==> src/logic/rtc_pkg.sv <==
// Shared constants for the clock/alarm/time block.
// Assumes a 32-bit AXI4-Lite slave and a single system clock.
package rtc_pkg;
	// Register byte offsets (8-bit address space)
	localparam logic [7:0]  OFS_CONTROL = 8'h00;
	localparam logic [7:0]  OFS_ALARM   = 8'h10;
	localparam logic [7:0]  OFS_TIME    = 8'h20;
	localparam logic [7:0]  OFS_UNLOCK  = 8'h30;
	// Control register fields
	localparam int          ON_BIT      = 15;
	localparam int          SIDL_BIT    = 13;
	localparam int          SEL_BIT     = 7;
	localparam int          VWE_BIT     = 3;
	localparam int          OE_BIT      = 0;
	localparam int          CAL_LSB     = 16;
	// Alarm control fields
	localparam int          AEN_BIT     = 15;
	localparam int          WRAP_BIT    = 14;
	localparam int          PIV_BIT     = 13;
	localparam int          ALARM_INTERVAL_SELECT_LSB   = 8;
	localparam int          RPT_LSB     = 0;
	// BCD digit positions in time and date words
	localparam int          SEC_U       = 8;
	localparam int          SEC_T       = 12;
	localparam int          MIN_U       = 16;
	localparam int          MIN_T       = 20;
	localparam int          HR_U        = 24;
	localparam int          HR_T        = 28;
	localparam int          WDAY_LSB    = 0;
	localparam int          DAY_LSB     = 8;
	localparam int          MON_LSB     = 16;
	localparam int          YEAR_LSB    = 24;
	localparam logic [31:0] TIME_MASK   = 32'h3F7F_7F00;
	localparam logic [31:0] RESET_WORD  = 32'h0000_0000;
	// Unlock keys, arbitrary values
	localparam logic [31:0] KEY_A       = 32'h0000_5A5A;
	localparam logic [31:0] KEY_B       = 32'h0000_A5A5;
	localparam logic [1:0]  RESP_OKAY   = 2'h0;
	localparam logic [1:0]  RESP_SLVERR = 2'h2;
	// Timing
	localparam int          SYS_CLK_HZ  = 250_000_000;
	localparam int          RTC_CLK_HZ  = 32768;
	localparam int          RTC_DIV     = SYS_CLK_HZ / RTC_CLK_HZ;
	localparam int          HALF_TICKS  = RTC_CLK_HZ / 2;
	localparam int          SYNC_TICKS  = 32;
	typedef enum logic [3:0] {
		IV_HALF, IV_SEC, IV_10SEC, IV_MIN, IV_10MIN,
		IV_HOUR, IV_DAY, IV_WEEK, IV_MONTH, IV_YEAR
	} interval_t;
endpackage

==> src/logic/reg_if.sv <==
// Register access strobes between the bus slave and the core.
// Assumes both ends share one clock; strobes are one cycle.
`timescale 1ns/1ps
interface reg_if;
	logic        wr_en;
	logic [7:0]  wr_addr;
	logic [31:0] wr_data;
	logic [3:0]  wr_strb;
	logic        wr_ok;
	logic        rd_en;
	logic [7:0]  rd_addr;
	logic [31:0] rd_data;
	logic        rd_ok;
	modport bus (output wr_en, wr_addr, wr_data, wr_strb, rd_en, rd_addr,
		input wr_ok, rd_data, rd_ok);
	modport regs (input wr_en, wr_addr, wr_data, wr_strb, rd_en, rd_addr,
		output wr_ok, rd_data, rd_ok);
endinterface

==> src/logic/axil_slave.sv <==
// AXI4-Lite slave that turns bus transfers into register strobes.
// Assumes the register side answers rd_data and ok flags combinationally.
`timescale 1ns/1ps
module axil_slave (
	input  wire logic       clk_in,
	input  wire logic       rst_in,
	input  wire logic [7:0] awaddr_in,
	input  wire logic       awvalid_in,
	output logic            awready_out,
	input  wire logic [31:0] wdata_in,
	input  wire logic [3:0] wstrb_in,
	input  wire logic       wvalid_in,
	output logic            wready_out,
	output logic [1:0]      bresp_out,
	output logic            bvalid_out,
	input  wire logic       bready_in,
	input  wire logic [7:0] araddr_in,
	input  wire logic       arvalid_in,
	output logic            arready_out,
	output logic [31:0]     rdata_out,
	output logic [1:0]      rresp_out,
	output logic            rvalid_out,
	input  wire logic       rready_in,
	reg_if.bus              rif
);
	import rtc_pkg::*;
	typedef struct packed {
		logic        aw_full;
		logic        w_full;
		logic        ar_full;
		logic [7:0]  waddr;
		logic [31:0] wdata;
		logic [3:0]  wstrb;
		logic [7:0]  raddr;
		logic        awready;
		logic        wready;
		logic        arready;
		logic        bvalid;
		logic [1:0]  bresp;
		logic        rvalid;
		logic [31:0] rdata;
		logic [1:0]  rresp;
	} slave_t;
	slave_t s;
	slave_t n;
	logic   do_wr;
	logic   do_rd;
	// A write commits only once the previous response has been taken
	assign do_wr = s.aw_full && s.w_full && !s.bvalid;
	assign do_rd = s.ar_full && !s.rvalid;
	always_comb
	begin
		n = s;
		if (awvalid_in && s.awready)
		begin
			n.aw_full = 1'b1;
			n.waddr = awaddr_in;
		end
		if (wvalid_in && s.wready)
		begin
			n.w_full = 1'b1;
			n.wdata = wdata_in;
			n.wstrb = wstrb_in;
		end
		if (s.bvalid && bready_in)
			n.bvalid = 1'b0;
		if (do_wr)
		begin
			n.aw_full = 1'b0;
			n.w_full = 1'b0;
			n.bvalid = 1'b1;
			n.bresp = rif.wr_ok ? RESP_OKAY : RESP_SLVERR;
		end
		if (arvalid_in && s.arready)
		begin
			n.ar_full = 1'b1;
			n.raddr = araddr_in;
		end
		if (s.rvalid && rready_in)
			n.rvalid = 1'b0;
		if (do_rd)
		begin
			n.ar_full = 1'b0;
			n.rvalid = 1'b1;
			n.rdata = rif.rd_ok ? rif.rd_data : RESET_WORD;
			n.rresp = rif.rd_ok ? RESP_OKAY : RESP_SLVERR;
		end
		n.awready = !n.aw_full;
		n.wready = !n.w_full;
		n.arready = !n.ar_full && !n.rvalid;
	end
	always_ff @(posedge clk_in or posedge rst_in)
	begin
		if (rst_in)
			s <= '0;
		else
			s <= n;
	end
	assign rif.wr_en = do_wr;
	assign rif.wr_addr = s.waddr;
	assign rif.wr_data = s.wdata;
	assign rif.wr_strb = s.wstrb;
	assign rif.rd_en = do_rd;
	assign rif.rd_addr = s.raddr;
	assign awready_out = s.awready;
	assign wready_out = s.wready;
	assign bvalid_out = s.bvalid;
	assign bresp_out = s.bresp;
	assign arready_out = s.arready;
	assign rvalid_out = s.rvalid;
	assign rdata_out = s.rdata;
	assign rresp_out = s.rresp;
endmodule

==> src/logic/rtc_core.sv <==
// Clock control, alarm control and BCD time keeping, AXI4-Lite slave.
// Assumes date, alarm time and alarm date come from logic on sys_clk_in.
`timescale 1ns/1ps
module rtc_core #(
	parameter int RTC_DIV_CYCLES = rtc_pkg::RTC_DIV,
	parameter int HALF_SEC_TICKS = rtc_pkg::HALF_TICKS
) (
	input  wire logic        sys_clk_in,
	input  wire logic        rst_in,
	input  wire logic [7:0]  axi_awaddr_in,
	input  wire logic        axi_awvalid_in,
	output logic             axi_awready_out,
	input  wire logic [31:0] axi_wdata_in,
	input  wire logic [3:0]  axi_wstrb_in,
	input  wire logic        axi_wvalid_in,
	output logic             axi_wready_out,
	output logic [1:0]       axi_bresp_out,
	output logic             axi_bvalid_out,
	input  wire logic        axi_bready_in,
	input  wire logic [7:0]  axi_araddr_in,
	input  wire logic        axi_arvalid_in,
	output logic             axi_arready_out,
	output logic [31:0]      axi_rdata_out,
	output logic [1:0]       axi_rresp_out,
	output logic             axi_rvalid_out,
	input  wire logic        axi_rready_in,
	input  wire logic [31:0] date_value_in,
	input  wire logic [31:0] alarm_time_in,
	input  wire logic [31:0] alarm_date_in,
	output logic             rtc_pin_out,
	output logic             rtc_pin_oe_out,
	output logic             day_rollover_out,
	output logic             alarm_event_out
);
	import rtc_pkg::*;

	localparam logic [15:0] DIV_TOP = 16'(RTC_DIV_CYCLES - 1);
	localparam logic signed [16:0] PTOP = 17'(HALF_SEC_TICKS - 1);
	localparam logic signed [16:0] PNEAR =
		17'(HALF_SEC_TICKS - 1 - SYNC_TICKS);

	typedef struct packed {
		logic        on;
		logic        sidl;
		logic        sel;
		logic        vwe;
		logic        oe;
		logic [9:0]  cal;
		logic        aen;
		logic        wrap;
		logic        pulse;
		logic [3:0]  alarm_interval_select;
		logic [7:0]  rpt;
		logic [31:0] tv;
		logic        half;
		logic [15:0] div;
		logic [16:0] presc;
		logic        key1;
		logic        armed;
		logic        check;
		logic        pin;
		logic        pin_oe;
		logic        day;
		logic        evt;
	} core_t;

	core_t              s;
	core_t              n;
	reg_if              rif ();
	logic signed [16:0] presc_s;
	logic               near;
	logic               ripple;
	logic [31:0]        ctrl_rd;
	logic [31:0]        alarm_rd;
	logic [31:0]        time_rd;
	logic [31:0]        old_word;
	logic [31:0]        w;
	logic [7:0]         wa;
	logic               tick;
	logic               half_tick;
	logic               sec_tick;
	logic [33:0]        inc;
	logic               evt;

	// Word-aligned decode; the low two address bits are ignored
	function automatic logic [7:0] align(input logic [7:0] a);
		return {a[7:2], 2'h0};
	endfunction

	function automatic logic hit(input logic [7:0] a);
		logic [7:0] b;
		b = align(a);
		return b == OFS_CONTROL || b == OFS_ALARM || b == OFS_TIME ||
			b == OFS_UNLOCK;
	endfunction

	function automatic logic [31:0] pick(input logic [7:0] a,
		input logic [31:0] c, input logic [31:0] al,
		input logic [31:0] t);
		logic [7:0] b;
		b = align(a);
		if (b == OFS_CONTROL)
			return c;
		if (b == OFS_ALARM)
			return al;
		if (b == OFS_TIME)
			return t;
		return RESET_WORD;
	endfunction

	// Byte lanes without a strobe keep their old contents
	function automatic logic [31:0] merge(input logic [31:0] o,
		input logic [31:0] d, input logic [3:0] st);
		logic [31:0] r;
		r = o;
		for (int i = 0; i < 4; i++)
			if (st[i])
				r[i*8 +: 8] = d[i*8 +: 8];
		return r;
	endfunction

	// One BCD digit step; back to zero, with no carry bit set, when the digit was at its top
	function automatic logic [4:0] digit_inc(input logic [3:0] d,
		input logic [3:0] top);
		if (d >= top)
			return 5'h00;
		return {1'b0, d + 4'h1};
	endfunction

	// Returns {hour-units carry, minute carry, next time word}
	function automatic logic [33:0] time_inc(input logic [31:0] t);
		logic [31:0] r;
		logic [4:0]  d;
		logic        c;
		logic        m;
		logic [3:0]  hu_top;
		r = t;
		m = 1'b0;
		d = digit_inc(t[SEC_U +: 4], 4'h9);
		r[SEC_U +: 4] = d[3:0];
		c = (t[SEC_U +: 4] >= 4'h9);
		if (c)
		begin
			d = digit_inc({1'b0, t[SEC_T +: 3]}, 4'h5);
			r[SEC_T +: 3] = d[2:0];
			c = ({1'b0, t[SEC_T +: 3]} >= 4'h5);
			m = c;
		end
		if (c)
		begin
			d = digit_inc(t[MIN_U +: 4], 4'h9);
			r[MIN_U +: 4] = d[3:0];
			c = (t[MIN_U +: 4] >= 4'h9);
		end
		if (c)
		begin
			d = digit_inc({1'b0, t[MIN_T +: 3]}, 4'h5);
			r[MIN_T +: 3] = d[2:0];
			c = ({1'b0, t[MIN_T +: 3]} >= 4'h5);
		end
		hu_top = (t[HR_T +: 2] >= 2'h2) ? 4'h3 : 4'h9;
		if (c)
		begin
			d = digit_inc(t[HR_U +: 4], hu_top);
			r[HR_U +: 4] = d[3:0];
			c = (t[HR_U +: 4] >= hu_top);
		end
		if (c)
			r[HR_T +: 2] = (t[HR_T +: 2] >= 2'h2) ? 2'h0 :
				t[HR_T +: 2] + 2'h1;
		return {c, m, r};
	endfunction

	// h is the half-second status just after the rollover
	function automatic logic alarm_match(input logic [3:0] m,
		input logic h, input logic [31:0] t, input logic [31:0] d,
		input logic [31:0] at, input logic [31:0] ad);
		logic su;
		logic sec;
		logic mu;
		logic mi;
		logic hr;
		logic dy;
		logic mo;
		logic leap;
		logic feb29;
		su = t[SEC_U +: 4] == at[SEC_U +: 4];
		sec = su && t[SEC_T +: 3] == at[SEC_T +: 3];
		mu = sec && t[MIN_U +: 4] == at[MIN_U +: 4];
		mi = mu && t[MIN_T +: 3] == at[MIN_T +: 3];
		hr = mi && t[HR_U +: 6] == at[HR_U +: 6];
		dy = d[DAY_LSB +: 6] == ad[DAY_LSB +: 6];
		mo = d[MON_LSB +: 5] == ad[MON_LSB +: 5];
		// Year divisible by four, from its two BCD digits
		if (d[YEAR_LSB + 4])
			leap = d[YEAR_LSB +: 4] == 4'h2 || d[YEAR_LSB +: 4] == 4'h6;
		else
			leap = d[YEAR_LSB +: 4] == 4'h0 ||
				d[YEAR_LSB +: 4] == 4'h4 || d[YEAR_LSB +: 4] == 4'h8;
		feb29 = ad[MON_LSB +: 5] == 5'h02 && ad[DAY_LSB +: 6] == 6'h29;
		unique case (interval_t'(m))
			IV_HALF:  return 1'b1;
			IV_SEC:   return !h;
			IV_10SEC: return !h && su;
			IV_MIN:   return !h && sec;
			IV_10MIN: return !h && mu;
			IV_HOUR:  return !h && mi;
			IV_DAY:   return !h && hr;
			IV_WEEK:  return !h && hr &&
				d[WDAY_LSB +: 3] == ad[WDAY_LSB +: 3];
			IV_MONTH: return !h && hr && dy;
			IV_YEAR:  return !h && hr && dy && mo && (!feb29 || leap);
			default:  return 1'b0;
		endcase
	endfunction

	axil_slave u_bus (
		.clk_in      (sys_clk_in),
		.rst_in      (rst_in),
		.awaddr_in   (axi_awaddr_in),
		.awvalid_in  (axi_awvalid_in),
		.awready_out (axi_awready_out),
		.wdata_in    (axi_wdata_in),
		.wstrb_in    (axi_wstrb_in),
		.wvalid_in   (axi_wvalid_in),
		.wready_out  (axi_wready_out),
		.bresp_out   (axi_bresp_out),
		.bvalid_out  (axi_bvalid_out),
		.bready_in   (axi_bready_in),
		.araddr_in   (axi_araddr_in),
		.arvalid_in  (axi_arvalid_in),
		.arready_out (axi_arready_out),
		.rdata_out   (axi_rdata_out),
		.rresp_out   (axi_rresp_out),
		.rvalid_out  (axi_rvalid_out),
		.rready_in   (axi_rready_in),
		.rif         (rif.bus)
	);

	assign presc_s = $signed(s.presc);
	assign near = s.on && (presc_s > PNEAR);
	// ripple only near a full-second rollover
	assign ripple = near && s.half;
	assign ctrl_rd = {6'h00, s.cal, s.on, 1'b0, s.sidl, 5'h00, s.sel,
		s.on, 2'h0, s.vwe, ripple, s.half, s.oe};
	assign alarm_rd = {16'h0000, s.aen, s.wrap, s.pulse, near, s.alarm_interval_select,
		s.rpt};
	assign time_rd = s.tv & TIME_MASK;

	assign rif.rd_ok = hit(rif.rd_addr);
	assign rif.wr_ok = hit(rif.wr_addr);
	assign rif.rd_data = pick(rif.rd_addr, ctrl_rd, alarm_rd, time_rd);
	assign old_word = pick(rif.wr_addr, ctrl_rd, alarm_rd, time_rd);
	assign w = merge(old_word, rif.wr_data, rif.wr_strb);
	assign wa = align(rif.wr_addr);

	assign tick = s.div == DIV_TOP;
	// time base runs only while enabled
	assign half_tick = s.on && tick && (presc_s >= PTOP);
	assign sec_tick = half_tick && s.half;
	assign inc = time_inc(s.tv);
	assign evt = s.check && s.aen && alarm_match(s.alarm_interval_select, s.half, s.tv,
		date_value_in, alarm_time_in, alarm_date_in);

	always_comb
	begin
		n = s;
		n.check = 1'b0;
		n.day = 1'b0;
		n.evt = 1'b0;
		if (!s.on)
			n.div = 16'h0000;
		else
			n.div = tick ? 16'h0000 : s.div + 16'h0001;
		if (half_tick)
		begin
			n.half = ~s.half;
			n.presc = 17'h0_0000;
			n.check = 1'b1;
		end
		else if (s.on && tick)
			n.presc = s.presc + 17'h0_0001;
		if (sec_tick)
		begin
			n.tv = inc[31:0];
			n.day = inc[33];
			if (inc[32])
				n.presc = {{7{s.cal[9]}}, s.cal};
		end
		if (rif.wr_en)
		begin
			n.key1 = 1'b0;
			n.armed = 1'b0;
			case (wa)
				OFS_UNLOCK:
				begin
					n.key1 = w == KEY_A;
					n.armed = s.key1 && w == KEY_B;
				end
				OFS_CONTROL:
				begin
					n.cal = w[CAL_LSB +: 10];
					n.sidl = w[SIDL_BIT];
					n.sel = w[SEL_BIT];
					n.oe = w[OE_BIT];
					n.vwe = w[VWE_BIT] && (s.vwe || s.armed);
					if (s.vwe)
						n.on = w[ON_BIT];
				end
				OFS_ALARM:
				begin
					n.aen = w[AEN_BIT];
					n.wrap = w[WRAP_BIT];
					n.alarm_interval_select = w[ALARM_INTERVAL_SELECT_LSB +: 4];
					n.rpt = w[RPT_LSB +: 8];
					if (!s.aen)
						n.pulse = w[PIV_BIT];
				end
				OFS_TIME:
				begin
					if (s.vwe)
					begin
						n.tv = w & TIME_MASK;
						if (rif.wr_strb[1])
						begin
							n.half = 1'b0;
							n.presc = 17'h0_0000;
						end
					end
				end
				default:
				begin
				end
			endcase
		end
		// Hardware event is applied last so it is never lost to a write
		if (evt)
		begin
			n.evt = 1'b1;
			n.pulse = ~n.pulse;
			if (s.rpt != 8'h00)
				n.rpt = s.rpt - 8'h01;
			else if (s.wrap)
				n.rpt = 8'hFF;
			else
				n.aen = 1'b0;
		end
		// pin driven only with output enable
		n.pin = n.oe && (n.sel ? n.half : n.pulse);
		n.pin_oe = n.oe;
	end

	always_ff @(posedge sys_clk_in or posedge rst_in)
	begin
		if (rst_in)
			s <= '0;
		else
			s <= n;
	end

	assign rtc_pin_out = s.pin;
	assign rtc_pin_oe_out = s.pin_oe;
	assign day_rollover_out = s.day;
	assign alarm_event_out = s.evt;
endmodule

==> config.mk <==
export PLATFORM = sky130hd
export DESIGN_NAME = rtc_core
export DESIGN_NICKNAME = d
export VERILOG_FILES = /design/src/logic/rtc_pkg.sv /design/src/logic/reg_if.sv /design/src/logic/axil_slave.sv /design/src/logic/rtc_core.sv
export SDC_FILE = /design/constraint.sdc
export NUM_CORES = 1
export LEC_CHECK = 0
export BUFFER_PORTS_ARGS = -buffer_cell sky130_fd_sc_hd__buf_2
export CAP_MARGIN = 30
export CORE_ASPECT_RATIO = 0.8
export CORE_MARGIN = 2
export CORE_UTILIZATION = 54
export CTS_BUF_LIST = sky130_fd_sc_hd__clkbuf_8
export CTS_CLUSTER_SIZE = 16
export DETAILED_ROUTE_END_ITERATION = 12
export GPL_TIMING_DRIVEN = 1
export PLACE_DENSITY = 0.83
export SYNTH_ARGS = -nofsm -noshare
export SYNTH_HDL_FRONTEND = slang
export SYNTH_HIERARCHICAL = 1
export SYNTH_SLANG_ARGS = --single-unit
==> constraint.sdc <==
create_clock -name sys_clk_in -period 3.8 [get_ports sys_clk_in]
set_input_delay 0.76 -clock sys_clk_in [delete_from_list [all_inputs] [get_ports sys_clk_in]]
set_output_delay 0.76 -clock sys_clk_in [all_outputs]
set_load 0.01 [all_outputs]
# Yosys cells after proc, flatten, opt, wreduce, memory -nomap -nowiden
# Index checks and enable logic that the tools add are counted.
dict set report totals {
  ramBits 0
  latchBits 0
  out_inout_bits 45
  inputBits 155
  elab_cells 252
  ff_bits 198
  memories 0
  rom_bits 0
}
dict set report op_classes {
  order_cmp 8
  muxes 103
  shift 0
  eq_ne 32
  mul 0
  n_addsub 9
  n_reduce_logical 62
  n_div 0
  n_bitwise 2
}
# cell n
set op_table {}
lappend op_table {{2-to-1 mux 32 bit} 13}
lappend op_table {{2-to-1 mux 17 bit} 7}
lappend op_table {{2-to-1 mux 33 bit} 2}
lappend op_table {{2-to-1 mux 61 bit} 1}
lappend op_table {{2-to-1 mux 8 bit} 7}
lappend op_table {{2-to-1 mux 1 bit} 43}
lappend op_table {{2-to-1 mux 4 bit} 9}
lappend op_table {{2-to-1 mux 35 bit} 1}
lappend op_table {{logical AND 1 bit} 33}
lappend op_table {{equality test 32 x 15 -> 1 bit (second input constant)} 1}
lappend op_table {{equality test 32 x 16 -> 1 bit (second input constant)} 1}
lappend op_table {{2-to-1 mux 16 bit} 2}
lappend op_table {{2-to-1 mux 30 bit} 1}
lappend op_table {{equality test 4 x 3 -> 1 bit (second input constant)} 6}
lappend op_table {{equality test 6 x 4 -> 1 bit (second input constant)} 4}
lappend op_table {{2-to-1 mux 3 bit} 7}
lappend op_table {{2-to-1 mux 19 bit} 1}
lappend op_table {{adder 17 x 1 -> 17 bit (second input constant)} 1}
lappend op_table {{>= comparator 17 x 15 -> 1 bit (second input constant)} 1}
lappend op_table {{greater-than comparator 17 x 15 -> 1 bit (second input constant)} 1}
lappend op_table {{adder 16 x 1 -> 16 bit (second input constant)} 1}
lappend op_table {{equality test 16 x 13 -> 1 bit (second input constant)} 1}
lappend op_table {{2-to-1 mux 15 bit} 1}
lappend op_table {{2-to-1 mux 13 bit} 1}
lappend op_table {{other kinds (30)} 70}

# Depth between registers and ports, before layout
# Gate-level depths: netlist of run 1.
dict set report depth {
  depth_word 17
  depth_mapped 15
}

# Cells and area by module
# The synthesis of run 1 kept the hierarchy.
# mod seq_area_each_um2 area_per_inst_um2 n_inst cells_each
set modules_own_cells {}
lappend modules_own_cells {rtc_core 2252.2 6462.4 1 782}
lappend modules_own_cells {axil_slave 2352.3 4474.3 1 366}

# Worst setup path before layout of run 1
# No wires, ideal clock.
dict set report synth_path {
  path_type {register -> register}
  from {reg s, in the netlist presc_s[9]}
  to {reg s[69] in the netlist's numbering}
  setup_slack_ps 689
  arrival_time_ps 2975
  path_stages_with_launch 13
  period_less_slack_ps 3111
  cell_sequence {dfrtp_1 nand4_1 nor3_1 nand3_1 a21oi_1 and3_1 ha_1 nand4b_1 or3_1 clkbuf_1 nor2_1 mux2i_1 a21oi_1}
}
# element line
set synth_lines {}
lappend synth_lines {{start, declared} rtc_core.sv:67} ;# core_t s;
lappend synth_lines {{start signal, assigned} rtc_core.sv:358} ;# s <= n;

==> results of run 1 <==
## registers in the layout, summed over array words and instances, names as in the netlist, 3 cells and up
signal             count
u_bus/s                3
presc_s               17
ctrl_rd               15
u_bus/rif.wr_strb      4
s                     39
u_bus/rif.rd_addr      6
alarm_rd              15
u_bus/rif.wr_addr      6
u_bus/rif.wr_data     32
u_bus/rdata_out       32
## layout make-up
| cell class | instances | area share [%] |
|---|---|---|
| sequential | 180 | 39.1 |
| tap | 264 | 2.87 |
| inverter | 67 | 2.21 |
| clock inverter | 11 | 1.34 |
| timing repair buffer | 165 | 7.82 |
| multi-input combinational | 749 | 44.3 |
| antenna | 3 | 0.0652 |
| clock buffer | 19 | 2.27 |
## cells in the final DEF (no fill, tap or decap), drive strengths merged, types with 25 or more instances in the layout
cell type and n:
nor2 73, a22o 25, inv 66, mux2 51
o21ai 81, mux2i 42, nand2 130, xor2 34
xnor2 26, a21oi 25, nand3 32, dfrtp 180
buf 165
## path summary, 6_finish.rpt
check / to / slack [ns] / cells after the start
min in group sys_clk_in: u_bus/bvalid_out / 0.45 / 2
setup reg to reg: s[65] / 0.34 / 14
max in group asynchronous: s[58] / 2.66 / 3
hold reg to reg: u_bus/arready_out / 0.50 / 1
setup / recovery: s[65] / 0.34 / 14
hold / removal: u_bus/rif.wr_data[29] / 0.24 / 2
## metrics by stage
stage,utilization [%],cells
floorplan,-,1138
CTS,58.4,1455
finish,58.5,1458
global placement,56.2,1424
detailed placement,56.3,1425
global route,58.5,1455
## worst max-delay path: cells and delay by family, from the launching register on
family                   cells  cell delay, ns
AND/OR/NAND/NOR              9            2.00
AO/OA/AOI/OAI                3            0.51
flip-flops                   1            0.45
adder cells (fa/ha/maj)      1            0.24
buffers and inverters        1            0.20
## layer usage
| metal | vias up | part of all wire (%) | global-route usage (%) |
|---|---|---|---|
| met5 | - | 0 | 0 |
| met4 | 0 | 1.9 | 7.81 |
| met3 | 40 | 12 | 7.88 |
| met2 | 429 | 40 | 36.5 |
| met1 | 3984 | 46 | 37.3 |
| li1 | 3951 | - | - |
## power groups by stage
| stage | sequential (W) | combinational, W | clock, W |
|---|---|---|---|
| 2_1_floorplan | 0.00264 | 0.00182 | 0 |
| 3_3_place_gp | 0.00295 | 0.00163 | 0 |
| 3_5_place_dp | 0.00298 | 0.00170 | 0 |
| 4_1_cts | 0.00294 | 0.00171 | 0.00141 |
| 5_1_grt | 0.00303 | 0.00187 | 0.00149 |
| 6_report | 0.00297 | 0.00172 | 0.00140 |
==> impl_metrics.csv, run 1 <==
group,metric,value,unit
timing,finalSetupTns,0,ns
clock_tree,root_buffer,"clkbuf_8",
global_route,grt_pass1_wl,42000,um
floorplanning,start_util,54.7,%
power_and_ir_drop,p_leak,5.19,nW
clock_tree,path_clk_slew,0.09,ns
cells_and_area,fin_nets,1354,
cells_and_area,multi_input_area,5100,sq um
global_route,grt_overflow,0,
cells_and_area,area_delta_synth_final,7.01,%
timing,setup_viol,0,
hold_path,hp-class,"in2async",
routing,drc,0,
timing,final_hold_viol_count,0,
power_and_ir_drop,peakVddDrop,0.448,mV
floorplanning,dieHeight,130,um
global_route,grt_start_max_net_pins,74,
critical_path,crit_top_cell,"nor2_1",
placed_design,port_buffers,150,
synth,synth.avg_cell_area,9.47,sq um
clock_tree,clock-sinks,180,
routing,firstDrtPassIters,5,
critical_path,crit_required,4.20,ns
power_and_ir_drop,power,0.00609,W
timing,relSlewSlack,43.7,%
cells_and_area,seqCellArea,4500,sq um
timing,finClkSkew,0.0122,ns
placed_design,dpl-instance-area,11100,sq um
power_and_ir_drop,pwr-share-comb,28.2,%
timing,fmax,289,MHz
global_route,grt_pass1_vias,7945,
floorplanning,die_x,162,um
clock_tree,cts_setup_buffers,0,
clock_tree,cts_tree,"done",
clock_tree,clk_latency,0.47,ns
clock_tree,numCtsBuffers,17,
floorplanning,rows,46,
global_route,antenna_found_initial,1,
status,status,"completed",
critical_path,critPathLaunchType,"flop",
clock_tree,hold_buffers,0,
routing,antenna_left,0,
routing,via_count,8404,
synth,synthCells,1136,
run,drv_cap,0,
cells_and_area,drive_gt1_share,22.7,%
placed_design,place.gp.congestion,0.932,
routing,first_iter_violations,994,
floorplanning,ios,200,
critical_path,end_kind,"flop",
timing,hold_slack,0.244,ns
critical_path,path_max_fanout,8,
timing,post-route-min-period,3.46,ns
power_and_ir_drop,power_frac_seq,48.9,%
placed_design,pre_cts_ws,0.348,ns
timing,tightest_slew,0.842,ns
routing,wl_per_cell,18.1,um
power_and_ir_drop,power.density,529,nW/um^2
clock_tree,htreeDepth,4,
cells_and_area,design_area,11500,sq um
synth,synth_warnings,6,
cells_and_area,nFillCells,1683,
synth,netlist_area,10800,sq um
floorplanning,dieArea,21100,sq um
timing,setup_slack,0.343,ns
timing,slew_violations,0,
placed_design,dp.final_hpwl,19800,um
critical_path,max_stage_delay,0.45,ns
power_and_ir_drop,p_sw,0.00223,W
clock_tree,post_cts_resized,0,
routing,wl,26400,um
critical_path,cpMaxStageDelayCell,"dfrtp_1",
critical_path,crit_start,"presc_s[9]",
power_and_ir_drop,intPower,0.00386,W
timing,rsz0062_at_grt,"false",
routing,drt-vias-per-instance,5.76,
critical_path,cp.arrival,3.86,ns
global_route,track_usage,25.6,%
critical_path,reg2reg_from,"presc_s[9]",
power_and_ir_drop,power_frac_clock,22.9,%
critical_path,path_cells,"nand4_1 > nor3_1 > nand3_1 > a21oi_2 > and3_1 > ha_1 > nand4b_1 > buf_4 > or2_2 > nor2_1 > nand2_1 > nor2_1 > a211oi_1 > a21oi_1",
clock_tree,clockBufferDepth,2,
timing,period_share,91.0,%
critical_path,critPathKind,"reg2reg",
power_and_ir_drop,p_sw_share,36.7,%
floorplanning,core_area,19700,sq um
Power figures use the tool's default switching activity.
==> run 2: changes to the inputs <==
- PLACE_DENSITY: 0.83 -> 0.84
- SETUP_SLACK_MARGIN: not set -> 0.3
- SYNTH_HIERARCHICAL: 1 -> not set
==> impl_metrics.csv, run 2 <==
group,metric,value,unit
timing,hold_slack,0.400,ns
timing,finClkSkew,0.0158,ns
synth,synthCells,994,
timing,setup_viol,0,
timing,post-route-min-period,3.29,ns
routing,first_iter_violations,943,
placed_design,dp.final_hpwl,18400,um
power_and_ir_drop,p_leak,5.10,nW
clock_tree,htreeDepth,4,
timing,tightest_slew,0.975,ns
cells_and_area,final_cell_mix,"dfrtp_1, buf_2, nand2_1, nor2_1, mux2_2",
floorplanning,dieHeight,124,um
synth,synth_edf_count,0,
timing,relSlewSlack,35.0,%
synth,synth.avg_cell_area,9.85,sq um
status,status,"completed",
timing,slew_violations,0,
routing,via_count,8047,
clock_tree,numCtsBuffers,17,
critical_path,r2r-end,"presc_s[11]",
clock_tree,clk_latency,0.48,ns
critical_path,path_cells,"inv_1 > ha_1 > nor4b_1 > and3_1 > nand3_1 > a211oi_2 > ha_1 > and4_1 > buf_4 > nor2_1 > o21ai_0 > o22ai_1",
global_route,grt_overflow,0,
critical_path,critPathLaunchType,"flop",
timing,final_hold_viol_count,0,
synth,yosysUniqueCellTypes,74,
synth,synthTopCellsByArea,"dfrtp_1, mux2_2, nand2_1",
timing,fmax,304,MHz
routing,firstDrtPassIters,5,
routing,wl_per_cell,18.7,um
cells_and_area,fin_nets,1265,
global_route,antenna_found_initial,0,
cells_and_area,nFillCells,1513,
synth,synth-main-ff-cell,"dfrtp_1",
floorplanning,start_util,54.5,%
critical_path,path_max_fanout,21,
critical_path,critPathKind,"reg2reg",
power_and_ir_drop,peakVddDrop,0.465,mV
timing,rsz0062_at_grt,"false",
run,drv_cap,0,
power_and_ir_drop,power.density,521,nW/um^2
cells_and_area,area_delta_synth_final,10.6,%
synth,synth_common_cells,"dfrtp_1, nand2_1, nor2_1",
critical_path,crit_start,"s[24]",
power_and_ir_drop,pwr-share-comb,27.2,%
critical_path,worstPathBufferInverterCount,2,
synth,synth-seq-area-share,45.5,%
critical_path,end_kind,"flop",
cells_and_area,final_common_cell,"dfrtp_1",
timing,period_share,86.5,%
synth,yosysMostFrequentCell,"dfrtp_1",
synth,netlist_area,9790,sq um
global_route,grt_start_max_net_pins,87,
global_route,grt_pass1_wl,40700,um
power_and_ir_drop,p_sw_share,37.7,%
placed_design,port_buffers,148,
global_route,grt_pass1_vias,7715,
critical_path,max_stage_delay,0.68,ns
cells_and_area,antenna_cells,0,
synth,synth_top_area_share,45.5,%
routing,antenna_left,0,
critical_path,critPathTopFamily,"simple AND/OR/NAND/NOR gates",
clock_tree,clockBufferDepth,2,
floorplanning,core_area,17900,sq um
placed_design,place.gp.congestion,0.934,
clock_tree,root_buffer,"clkbuf_8",
routing,wl,24900,um
synth,synth-seq-cells,178,
clock_tree,cts_tree,"done",
critical_path,cpMaxStageDelayCell,"nor2_1",
floorplanning,ios,200,
synth,synth_warnings,0,
power_and_ir_drop,p_sw,0.00213,W
floorplanning,rows,44,
clock_tree,path_clk_slew,0.10,ns
critical_path,reg2reg_from,"s[24]",
global_route,track_usage,26.8,%
synth,async_reset_ff_share,100,%
critical_path,reg2reg_depth,12,
critical_path,crit_top_cell,"ha_1",
hold_path,hp-class,"in2async",
routing,drc,0,
clock_tree,cts_setup_buffers,0,
power_and_ir_drop,power_frac_seq,51.7,%
critical_path,crit_required,4.18,ns
cells_and_area,top_register,"s",
clock_tree,clock-sinks,178,
synth,yosys.area.top_type,"dfrtp_1",
critical_path,cp.arrival,3.67,ns
power_and_ir_drop,power_frac_clock,21.0,%
critical_path,r2r_slack,0.51,ns
timing,finalSetupTns,0,ns
routing,drt-vias-per-instance,6.03,
critical_path,crit_cells,12,
cells_and_area,drive_gt1_share,24.7,%
cells_and_area,largest_reg_flops,39,
clock_tree,post_cts_resized,0,
floorplanning,die_x,155,um
power_and_ir_drop,intPower,0.00351,W
floorplanning,dieArea,19200,sq um
clock_tree,hold_buffers,0,
critical_path,crit_end,"presc_s[11]",
run 2: changes by cell type in the layout (fill, tap and decap cells not counted), moves of 10 or more:
cell	change
a22o_1	-15
mux2i_1	-25
nand2_1	-28
mux2_2	+29
a21oi_1	+19
a222oi_1	+13
a22oi_1	+10
mux2_4	-18
o21ai_0	-24
inv_1	-24
and2_1	-11
run 2: kinds of logic after synthesis:
kind of cell / share of synthesized area (%)
simple gates: 16.7
compound gates: 14.3
flops: 45.5
other cells: 0.0383
fa+ha+maj: 2.43
mux: 8.87
buf+inv: 6.57
xor+xnor: 5.64
run 2: final cells by class:
class	instances	area, sq um	share of cell area [%]
repair buffers	162	858	7.93
clock buffers	19	262	2.41
clock inverters	13	87.6	0.809
inverters	41	158	1.46
well taps	230	288	2.66
multi-input cells	691	4720	43.6
flip-flops and latches	178	4450	41.1
run 2: how the worst min path moves through the flow:
stage	start	end	cells past startpoint
6_report	rst_in	alarm_rd[1]	2
5_1_grt	rst_in	alarm_rd[1]	2
4_1_cts	rst_in	alarm_rd[1]	2
3_5_place_dp	u_bus.rdata_out[8]	u_bus.rdata_out[8]	2
3_3_place_gp	u_bus.rdata_out[12]	u_bus.rdata_out[12]	2
2_1_floorplan	u_bus.rdata_out[10]	u_bus.rdata_out[10]	2
run 2: per-layer routing:
metal | track usage, % | share of wire, %
met2 | 37.5 | 42
met3 | 6.16 | 10
met4 | 7.14 | 1.9
met5 | 0 | 0
met1 | 41.6 | 47
run 2: power by group through the flow:
stage	Clock [W]	Combinational (W)	Sequential, W
5_1_grt	0.00129	0.00168	0.00298
2_1_floorplan	0	0.00127	0.00262
3_5_place_dp	0	0.00151	0.00293
3_3_place_gp	0	0.00146	0.00290
4_1_cts	0.00120	0.00152	0.00289
6_report	0.00119	0.00153	0.00292
run 2: stage by stage:
stage	total power, W	setup WS (ns)	util, %	area (sq um)	cells
global placement	0.00436	0.700	58.3	10500	1302
floorplan	0.00389	0.606	-	9800	997
global route	0.00594	0.331	60.3	10800	1334
detailed placement	0.00444	0.568	58.3	10500	1302
CTS	0.00561	0.553	60.3	10800	1334
finish	0.00564	0.514	60.3	10800	1334
